[src/dzc_pkg.sv]
// Shared types and constants for the calibration, termination and refresh link.
package dzc_pkg;
  typedef enum logic [2:0] {CMD_NOP, CMD_MRS, CMD_REF, CMD_PREA, CMD_ACT, CMD_ZQCL, CMD_ZQCS} dzc_cmd_t;
  typedef enum logic [3:0] {OP_ZQCL, OP_ZQCS, OP_REF, OP_SRE, OP_SRX, OP_PDE, OP_PDX, OP_MR0, OP_MR2,
                            OP_ACT} dzc_op_t;
  localparam int CLK_NS = 25;
  localparam int TRFC_NS = 260;
  localparam int TRFC_CYC = (TRFC_NS + CLK_NS - 1) / CLK_NS;
  localparam int TREFI_NS = 7800;
  localparam int TREFI_EXT_NS = 3900;
  localparam int TREFI_CYC = TREFI_NS / CLK_NS;
  localparam int TREFI_EXT_CYC = TREFI_EXT_NS / CLK_NS;
  localparam int CWL_DEF = 5;
  localparam int AL_DEF = 0;
  localparam int TXPDLL_CK_DEF = 10;
  localparam int TCPDED_CK_DEF = 1;
  localparam int TRFC_CK_DEF = 2;
  localparam int ZQINIT_CK_DEF = 512;
  localparam int ZQOPER_CK_DEF = 256;
  localparam int ZQCS_CK_DEF = 64;
  localparam int DIV_DEF = 8;
  localparam int TRP_NS_DEF = 15;
  localparam int TXS_NS_DEF = 270;
  localparam logic [7:0] REG_CFG = 8'h00;
  localparam logic [7:0] REG_CMD = 8'h04;
  localparam logic [7:0] REG_STATUS = 8'h08;
  localparam int CFG_ODT = 0;
  localparam int CFG_EXT = 1;
  localparam int CFG_ASR = 2;
  localparam int CFG_DLLF = 3;
  localparam int STS_BUSY = 0;
  localparam int STS_CAL = 1;
  localparam int STS_SR = 2;
  localparam int STS_PD = 3;
  localparam int STS_ERR = 4;
  localparam int STS_FIRST = 5;
  localparam int MR0_DLL_BIT = 12;
  localparam int MR2_ASR_BIT = 6;
  localparam int MR2_SRT_BIT = 7;
  localparam logic [2:0] MR_BA0 = 3'h0;
  localparam logic [2:0] MR_BA2 = 3'h2;
  localparam logic MR0_DLLF_RST = 1'b0;
  localparam logic [1:0] RESP_OKAY = 2'h0;
  localparam logic [1:0] RESP_DECERR = 2'h3;
endpackage

[src/dzc_link_if.sv]
// Link between the memory controller end and the DRAM end.
`timescale 1ns/1ps
interface dzc_link_if;
  import dzc_pkg::*;
  logic ck;
  logic cke;
  logic odt;
  dzc_cmd_t cmd;
  logic [2:0] ba;
  logic [15:0] addr;
  modport ctl (output ck, output cke, output odt, output cmd, output ba, output addr);
  modport dev (input ck, input cke, input odt, input cmd, input ba, input addr);
endinterface

[src/dzc_ctl_end.sv]
// Controller end: AXI4-Lite registers, clock divider and command sequencer.
//
// The register offsets and the AXI4-Lite slave port were left to the implementer.
`timescale 1ns/1ps
module dzc_ctl_end
  import dzc_pkg::*;
#(
  parameter int DIV = DIV_DEF,
  parameter int TRP_NS = TRP_NS_DEF,
  parameter int TXS_NS = TXS_NS_DEF,
  parameter int ZQINIT_CK = ZQINIT_CK_DEF,
  parameter int ZQOPER_CK = ZQOPER_CK_DEF,
  parameter int ZQCS_CK = ZQCS_CK_DEF
)(
  input wire logic aclk,
  input wire logic aresetn,
  dzc_link_if.ctl link,
  input wire logic awvalid,
  output logic awready,
  input wire logic [7:0] awaddr,
  input wire logic wvalid,
  output logic wready,
  input wire logic [31:0] wdata,
  input wire logic [3:0] wstrb,
  output logic bvalid,
  input wire logic bready,
  output logic [1:0] bresp,
  input wire logic arvalid,
  output logic arready,
  input wire logic [7:0] araddr,
  output logic rvalid,
  input wire logic rready,
  output logic [31:0] rdata,
  output logic [1:0] rresp
);
  localparam int HALF = DIV / 2;
  localparam int GW = 16;
  localparam int TRP_CYC = (TRP_NS + CLK_NS - 1) / CLK_NS;
  localparam int TXS_CYC = (TXS_NS + CLK_NS - 1) / CLK_NS;

  typedef enum logic [1:0] {ST_IDLE, ST_PREA, ST_ISSUE} dzc_state_t;

  dzc_state_t st;
  dzc_op_t cur, pend_op;
  logic [7:0] div_cnt, next_div, wa;
  logic [31:0] wd;
  logic [3:0] ws, cfg;
  logic [GW-1:0] gap, refi;
  logic aw_got, w_got, wr_fire, slot, pend, ref_due, sr, pd, cal_on, first_done, err;
  logic take_ref, take_pend, refuse, cmd_wr, busy;

  function automatic logic mapped(input logic [7:0] a);
    return a == REG_CFG || a == REG_CMD || a == REG_STATUS;
  endfunction

  function automatic logic legal(input dzc_op_t op, input logic in_sr, input logic in_pd);
    if (in_sr) return op == OP_SRX;
    if (in_pd) return op == OP_PDX;
    return op != OP_SRX && op != OP_PDX && op <= OP_ACT;
  endfunction

  // The link clock is this clock divided by DIV; commands change at its fall.
  assign next_div = (div_cnt == 8'(DIV - 1)) ? 8'h00 : div_cnt + 8'h01;
  assign slot = div_cnt == 8'(HALF - 1);

  always_ff @(posedge aclk) begin
    if (!aresetn) begin
      div_cnt <= 8'h00;
      link.ck <= 1'b0;
    end else begin
      div_cnt <= next_div;
      link.ck <= next_div < 8'(HALF);
    end
  end

  // Write channel: address and data are taken in either order, one write at a time.
  assign awready = ~aw_got & ~bvalid;
  assign wready = ~w_got & ~bvalid;
  assign wr_fire = aw_got & w_got;
  assign cmd_wr = wr_fire & (wa == REG_CMD) & ws[0];

  always_ff @(posedge aclk) begin
    if (!aresetn) begin
      aw_got <= 1'b0;
      w_got <= 1'b0;
      wa <= 8'h00;
      wd <= 32'h0;
      ws <= 4'h0;
      bvalid <= 1'b0;
      bresp <= RESP_OKAY;
    end else begin
      if (awvalid && awready) begin
        aw_got <= 1'b1;
        wa <= awaddr;
      end
      if (wvalid && wready) begin
        w_got <= 1'b1;
        wd <= wdata;
        ws <= wstrb;
      end
      if (wr_fire) begin
        aw_got <= 1'b0;
        w_got <= 1'b0;
        bvalid <= 1'b1;
        bresp <= mapped(wa) ? RESP_OKAY : RESP_DECERR;
      end else if (bvalid && bready) begin
        bvalid <= 1'b0;
      end
    end
  end

  // Read channel answers one cycle after the address is taken.
  assign arready = ~rvalid;
  assign busy = (st != ST_IDLE) | (gap != '0) | pend;

  always_ff @(posedge aclk) begin
    if (!aresetn) begin
      rvalid <= 1'b0;
      rdata <= 32'h0;
      rresp <= RESP_OKAY;
    end else if (arvalid && arready) begin
      rvalid <= 1'b1;
      rresp <= mapped(araddr) ? RESP_OKAY : RESP_DECERR;
      rdata <= 32'h0;
      if (araddr == REG_CFG) rdata <= {28'h0, cfg};
      if (araddr == REG_CMD) rdata <= {27'h0, pend, pend_op};
      if (araddr == REG_STATUS) rdata <= {26'h0, first_done, err, pd, sr, cal_on, busy};
    end else if (rvalid && rready) begin
      rvalid <= 1'b0;
    end
  end

  // Configuration and the one-deep order slot; a second order while one waits
  // is refused. A refusal in the same cycle as a clear still sets the flag.
  assign take_ref = (st == ST_IDLE) & (gap == '0) & ref_due & ~sr & ~pd;
  assign take_pend = (st == ST_IDLE) & (gap == '0) & pend & ~take_ref;
  assign refuse = take_pend & ~legal(pend_op, sr, pd);

  always_ff @(posedge aclk) begin
    if (!aresetn) begin
      cfg <= 4'h0;
      pend <= 1'b0;
      pend_op <= OP_ZQCL;
      err <= 1'b0;
    end else begin
      if (wr_fire && wa == REG_CFG && ws[0]) cfg <= wd[3:0];
      if (take_pend) pend <= 1'b0;
      if (cmd_wr && !(pend && !take_pend)) begin
        pend <= 1'b1;
        pend_op <= dzc_op_t'(wd[3:0]);
      end
      if (wr_fire && wa == REG_STATUS && ws[0] && wd[STS_ERR]) err <= 1'b0;
      if (refuse || (cmd_wr && pend && !take_pend)) err <= 1'b1;
    end
  end

  // Refresh interval timer, halved in the extended temperature range.
  always_ff @(posedge aclk) begin
    if (!aresetn) begin
      refi <= GW'(TREFI_CYC);
      ref_due <= 1'b0;
    end else begin
      if (take_ref || sr) ref_due <= 1'b0;
      if (refi == '0) begin
        refi <= cfg[CFG_EXT] ? GW'(TREFI_EXT_CYC) : GW'(TREFI_CYC);
        if (!sr) ref_due <= 1'b1;
      end else begin
        refi <= refi - GW'(1);
      end
    end
  end

  // Sequencer. Calibration and refresh go through precharge-all and tRP first.
  // The gap counter blocks every new order, so calibration windows never overlap; after PDX it holds only DIV cycles.
  always_ff @(posedge aclk) begin
    if (!aresetn) begin
      st <= ST_IDLE;
      cur <= OP_ZQCL;
      gap <= '0;
      sr <= 1'b0;
      pd <= 1'b0;
      cal_on <= 1'b0;
      first_done <= 1'b0;
      link.cke <= 1'b1;
      link.odt <= 1'b0;
      link.cmd <= CMD_NOP;
      link.ba <= 3'h0;
      link.addr <= 16'h0000;
    end else begin
      if (gap != '0) gap <= gap - GW'(1);
      if (gap == GW'(1)) cal_on <= 1'b0;
      if (slot) begin
        link.cmd <= CMD_NOP;
        link.odt <= cfg[CFG_ODT] & ~cal_on;
      end
      unique case (st)
        ST_IDLE: begin
          if (take_ref) begin
            cur <= OP_REF;
            st <= ST_PREA;
          end else if (take_pend && !refuse) begin
            cur <= pend_op;
            st <= (pend_op <= OP_SRE) ? ST_PREA : ST_ISSUE;
          end
        end
        ST_PREA: begin
          if (slot) begin
            link.cmd <= CMD_PREA;
            gap <= GW'(TRP_CYC);
            st <= ST_ISSUE;
          end
        end
        ST_ISSUE: begin
          if (slot && gap == '0) begin
            st <= ST_IDLE;
            gap <= GW'(DIV);
            unique case (cur)
              OP_ZQCL: begin
                link.cmd <= CMD_ZQCL;
                link.odt <= 1'b0;
                cal_on <= 1'b1;
                first_done <= 1'b1;
                gap <= GW'((first_done ? ZQOPER_CK : ZQINIT_CK) * DIV + DIV);
              end
              OP_ZQCS: begin
                link.cmd <= CMD_ZQCS;
                link.odt <= 1'b0;
                cal_on <= 1'b1;
                gap <= GW'(ZQCS_CK * DIV + DIV);
              end
              OP_REF: begin
                link.cmd <= CMD_REF;
                gap <= GW'(TRFC_CYC);
              end
              OP_SRE: begin
                link.cmd <= CMD_REF;
                link.cke <= 1'b0;
                sr <= 1'b1;
              end
              OP_SRX: begin
                link.cke <= 1'b1;
                sr <= 1'b0;
                gap <= GW'(TXS_CYC);
              end
              OP_PDE: begin
                link.cke <= 1'b0;
                pd <= 1'b1;
              end
              OP_PDX: begin
                link.cke <= 1'b1;
                pd <= 1'b0;
              end
              OP_MR0: begin
                link.cmd <= CMD_MRS;
                link.ba <= MR_BA0;
                link.addr <= 16'h0000;
                link.addr[MR0_DLL_BIT] <= cfg[CFG_DLLF];
              end
              OP_MR2: begin
                link.cmd <= CMD_MRS;
                link.ba <= MR_BA2;
                link.addr <= 16'h0000;
                link.addr[MR2_ASR_BIT] <= cfg[CFG_ASR];
                link.addr[MR2_SRT_BIT] <= cfg[CFG_EXT] & ~cfg[CFG_ASR];
              end
              OP_ACT: begin
                link.cmd <= CMD_ACT;
                link.ba <= 3'h0;
              end
              default: begin
                link.cmd <= CMD_NOP;
              end
            endcase
          end
        end
        default: st <= ST_IDLE;
      endcase
    end
  end
endmodule

[src/flat_wrapper.sv]
// flat-port wrapper written by rule: the top's interface ports become plain ports
module dzc_ctl_end_flat import dzc_pkg::*;
#(
  parameter int DIV = DIV_DEF,
  parameter int TRP_NS = TRP_NS_DEF,
  parameter int TXS_NS = TXS_NS_DEF,
  parameter int ZQINIT_CK = ZQINIT_CK_DEF,
  parameter int ZQOPER_CK = ZQOPER_CK_DEF,
  parameter int ZQCS_CK = ZQCS_CK_DEF
)
  (aclk, aresetn, awvalid, awready, awaddr, wvalid, wready, wdata, wstrb, bvalid, bready, bresp, arvalid, arready, araddr, rvalid, rready, rdata, rresp, link_ck, link_cke, link_odt, link_cmd, link_ba, link_addr);
  dzc_link_if link_i ();
  input wire logic aclk;
  input wire logic aresetn;
  input wire logic awvalid;
  output logic awready;
  input wire logic [7:0] awaddr;
  input wire logic wvalid;
  output logic wready;
  input wire logic [31:0] wdata;
  input wire logic [3:0] wstrb;
  output logic bvalid;
  input wire logic bready;
  output logic [1:0] bresp;
  input wire logic arvalid;
  output logic arready;
  input wire logic [7:0] araddr;
  output logic rvalid;
  input wire logic rready;
  output logic [31:0] rdata;
  output logic [1:0] rresp;
  output wire logic [$bits(link_i.ck)-1:0] link_ck;
  output wire logic [$bits(link_i.cke)-1:0] link_cke;
  output wire logic [$bits(link_i.odt)-1:0] link_odt;
  output wire logic [$bits(link_i.cmd)-1:0] link_cmd;
  output wire logic [$bits(link_i.ba)-1:0] link_ba;
  output wire logic [$bits(link_i.addr)-1:0] link_addr;
  assign link_ck = link_i.ck;
  assign link_cke = link_i.cke;
  assign link_odt = link_i.odt;
  assign link_cmd = link_i.cmd;
  assign link_ba = link_i.ba;
  assign link_addr = link_i.addr;
  dzc_ctl_end #(.DIV(DIV), .TRP_NS(TRP_NS), .TXS_NS(TXS_NS), .ZQINIT_CK(ZQINIT_CK), .ZQOPER_CK(ZQOPER_CK), .ZQCS_CK(ZQCS_CK)) u_core (.aclk(aclk), .aresetn(aresetn), .link(link_i), .awvalid(awvalid), .awready(awready), .awaddr(awaddr), .wvalid(wvalid), .wready(wready), .wdata(wdata), .wstrb(wstrb), .bvalid(bvalid), .bready(bready), .bresp(bresp), .arvalid(arvalid), .arready(arready), .araddr(araddr), .rvalid(rvalid), .rready(rready), .rdata(rdata), .rresp(rresp));
endmodule
[config.mk]
export PLATFORM = sky130hd
export DESIGN_NAME = dzc_ctl_end_flat
export DESIGN_NICKNAME = d
export VERILOG_FILES = /design/src/dzc_pkg.sv /design/src/dzc_link_if.sv /design/src/dzc_ctl_end.sv /design/src/flat_wrapper.sv
export SDC_FILE = /design/constraint.sdc
export NUM_CORES = 1
export LEC_CHECK = 0
export ABC_AREA = 0
export BUFFER_PORTS_ARGS = -buffer_cell sky130_fd_sc_hd__buf_2
export CAP_MARGIN = 20
export CORE_ASPECT_RATIO = 1.5
export CORE_MARGIN = 4
export CORE_UTILIZATION = 44
export DETAILED_ROUTE_END_ITERATION = 16
export PLACE_DENSITY = 0.7
export SKIP_CTS_REPAIR_TIMING = 1
export SLEW_MARGIN = 5
export SYNTH_ARGS = -nofsm -noshare
export SYNTH_HDL_FRONTEND = slang
export SYNTH_SLANG_ARGS = --single-unit
[constraint.sdc]
create_clock -name aclk -period 7 [get_ports aclk]
set_input_delay 0.35 -clock aclk [delete_from_list [all_inputs] [get_ports aclk]]
set_output_delay 0.35 -clock aclk [all_outputs]
set_load 0.005 [all_outputs]
==> impl_metrics.json <==
{
  "cts_tree": "done",
  "syn_inst": 598,
  "worst_pin_slew_ns": 1.06,
  "slowest_stage": "nor4_1",
  "swShare": 0.321,
  "crit_end": "u_core.gap[1]",
  "synth.ff_latch_count": 97,
  "hold_depth": 2,
  "ys_seq_area_frac": 0.398,
  "placed_area_sq_um": 5060,
  "status": "finished clean",
  "dp.cells": 774,
  "power_frac_seq": 0.440,
  "ir_worst_vdd_uv": 202,
  "r2r_slack_ns": 4.04,
  "io_pins": 125,
  "final_common_cell": "dfxtp_1",
  "register_area_sq_um": 1940,
  "arrival_ns": 3.16,
  "final-setup-viol-count": 0,
  "startpoint_type": "flop",
  "synth_edf_count": 0,
  "power.total_w": 0.00149,
  "hpwl_um": 8040,
  "yosys.area_share.xor_xnor": 0.0610,
  "max_stage_delay_ns": 0.82,
  "portBuffers": 53,
  "r2r_start": "u_core.div_cnt[0]",
  "firstDrtPassIters": 4,
  "relSlewSlack": 0.290,
  "r2r_end": "u_core.gap[1]",
  "grt_max_degree": 52,
  "root_buffer": "clkbuf_16",
  "hold_path.class": "input pin to flop",
  "gp_congestion": 0.828,
  "cp_cell_sequence": "ha_1 > or4b_1 > nor4_1 > o211ai_1 > nand2_1 > a221oi_1",
  "muxShareOfSynthArea": 0.0348,
  "final.setup.tns_ns": 0,
  "grt_usage": 0.171,
  "nets": 708,
  "synthArstFlopShare": 0,
  "drt_iter0_markers": 155,
  "finalCritPeriodShare": 0.423,
  "die_h_um": 137,
  "finalCriticalPeriod_ns": 2.96,
  "synth.distinct_cells": 56,
  "design_area_sq_um": 5350,
  "synth-adder-area-share": 0.0205,
  "ant_nets": 0,
  "antenna_found_initial": 0,
  "routedWlPerCell_um": 13.7,
  "startpoint": "u_core.div_cnt[0]",
  "p_int_w": 0.00101,
  "syn_to_final_growth_pct": 9.48,
  "skew_ns": 0.00735,
  "final_max_slew_viol_count": 0,
  "clock.fmax_mhz": 338,
  "drive_gt1_frac": 0.118,
  "antennaDiodeCount": 0,
  "synth_top_family_by_area": "simple AND/OR/NAND/NOR gates",
  "crit_fanout": 13,
  "hold_viol_final": 0,
  "cts_buffers": 9,
  "rsz0062_at_grt": "false",
  "cts.sinks": 97,
  "clkPwrFrac": 0.320,
  "instances_no_fill": 790,
  "netlist_area_sq_um": 4880,
  "drv_cap": 0,
  "syn_avg_cell_area_sq_um": 8.17,
  "num_rows": 46,
  "final_util": 0.499,
  "comb_power_share": 0.239,
  "power_density_nw_per_um2": 279,
  "reg2reg_depth": 6,
  "synth-compound-area-share": 0.127,
  "die_x_um": 94.0,
  "clk_path_buf_depth": 2,
  "critPathKind": "flop to flop",
  "start_util": 0.456,
  "grt-ovfl-total": 0,
  "htree_levels": 3,
  "worstPathRequired_ns": 7.20,
  "multiInputGateArea_sq_um": 2600,
  "vias_per_cell": 5.21,
  "synth_simple_gate_area_frac": 0.257,
  "clock_latency_ns": 0.35,
  "synth_warnings": 0,
  "end_kind": "flop",
  "final_cell_mix": "97 x dfxtp_1, 82 x nor2_1, 65 x nand2_1, 53 x buf_2, 41 x conb_1",
  "fillers": 1075,
  "grt_pass1_vias": 3936,
  "grt_pass1_wl_um": 17700,
  "cts.reportedPaths.clkPinSlew_ns": 0.07,
  "synthFlopType": "dfxtp_1",
  "core_sq_um": 10700,
  "min_from": "rready",
  "num_vias": 4116,
  "drc": 0,
  "totalWireLength_um": 10800,
  "p_leak_nw": 2.09,
  "p_sw_w": 0.000479,
  "die_area_sq_um": 12900
}
power by group through the flow:
stage / clock, W / sequential (W) / combinational, W
2_1_floorplan: 0 / 0.000654 / 0.000301
3_3_place_gp: 0 / 0.000663 / 0.000341
3_5_place_dp: 0 / 0.000668 / 0.000352
4_1_cts: 0.000488 / 0.000656 / 0.000355
5_1_grt: 0.000509 / 0.000663 / 0.000402
6_report: 0.000478 / 0.000656 / 0.000357
worst min path at each step:
stage                endpoint  slack, ns
4_1_cts         u_core.rvalid       0.17
2_1_floorplan  u_core.refi[0]       0.43
3_5_place_dp   u_core.refi[0]       0.45
5_1_grt         u_core.rvalid       0.18
3_3_place_gp   u_core.refi[0]       0.44
6_report        u_core.rvalid       0.18
worst max-delay path, delay by kind of cell (launching register included):
kind / cells / cell delay, ns
adder cells (fa/ha/maj): 1 / 0.32
AO/OA/AOI/OAI: 2 / 0.37
flip-flops: 1 / 0.38
AND/OR/NAND/NOR: 3 / 1.75
metal layers:
metal	vias to the layer above	global-route usage	wire length, um	share of wire
li1	2078	-	-	-
met1	1921	0.174	4220	0.39
met2	95	0.326	5860	0.54
met3	22	0.0358	481	0.044
met4	0	0.0803	279	0.026
met5	-	0	0	0
synthesized netlist by cell type, drive strengths merged, types with 3 or more instances:
| library cell | n | area share |
|---|---|---|
| ha | 8 | 0.020 |
| and3 | 7 | 0.0090 |
| or3 | 6 | 0.0077 |
| mux2i | 17 | 0.035 |
| nand3b | 4 | 0.0061 |
| and2 | 9 | 0.012 |
| o21ai | 26 | 0.027 |
| o31ai | 3 | 0.0046 |
| clkbuf | 16 | 0.016 |
| o211ai | 7 | 0.011 |
| a22oi | 7 | 0.011 |
| nand2b | 5 | 0.0064 |
| a21oi | 36 | 0.038 |
| a211oi | 3 | 0.0046 |
| dfxtp | 97 | 0.40 |
| nor2 | 82 | 0.063 |
| nand4 | 3 | 0.0038 |
| nor3 | 20 | 0.023 |
| nand3 | 24 | 0.026 |
| nor4 | 16 | 0.022 |
| buf | 46 | 0.072 |
| or4 | 4 | 0.0061 |
| xor2 | 15 | 0.027 |
| nor2b | 5 | 0.0064 |
| a31oi | 6 | 0.0077 |
| nor3b | 3 | 0.0046 |
| nand2 | 65 | 0.050 |
| inv | 16 | 0.012 |
| xnor2 | 19 | 0.034 |
final cells by class:
cell class,instances,area share
Clock inverter,5,0.00702
Multi-Input combinational cell,462,0.486
Timing Repair Buffer,54,0.0510
Tap cell,144,0.0337
Sequential cell,97,0.363
Inverter,17,0.0119
Clock buffer,11,0.0473
per-stage QoR:
stage          worst slack (ns)  hold WS (ns)
2_1_floorplan              4.59         0.425
3_3_place_gp               4.18         0.438
3_5_place_dp               4.09         0.446
4_1_cts                    4.08         0.173
5_1_grt                    3.84         0.183
6_report                   4.04         0.181
flip-flops by register name, indices dropped and copies added, names as in the netlist, 2 cells and up:
signal / count
u_core.pend_op: 4
u_core.cur: 4
u_core.st: 2
u_core.link.cmd: 3
u_core.refi: 16
u_core.gap: 16
u_core.cfg: 4
u_core.wd: 5
u_core.rdata: 6
u_core.link.addr: 3
u_core.wa: 8
u_core.div_cnt: 8
logic make-up (layout without fill, tap and decap cells):
family / count (synthesis) / count (layout)
AND/OR/NAND/NOR: 260 / 260
AO/OA/AOI/OAI: 102 / 102
flip-flops: 97 / 97
buffers and inverters: 79 / 87
XOR/XNOR: 34 / 34
multiplexers: 17 / 17
adder cells (fa/ha/maj): 8 / 8
other: 1 / 41
No activity file was read; power rests on OpenSTA's default activity.
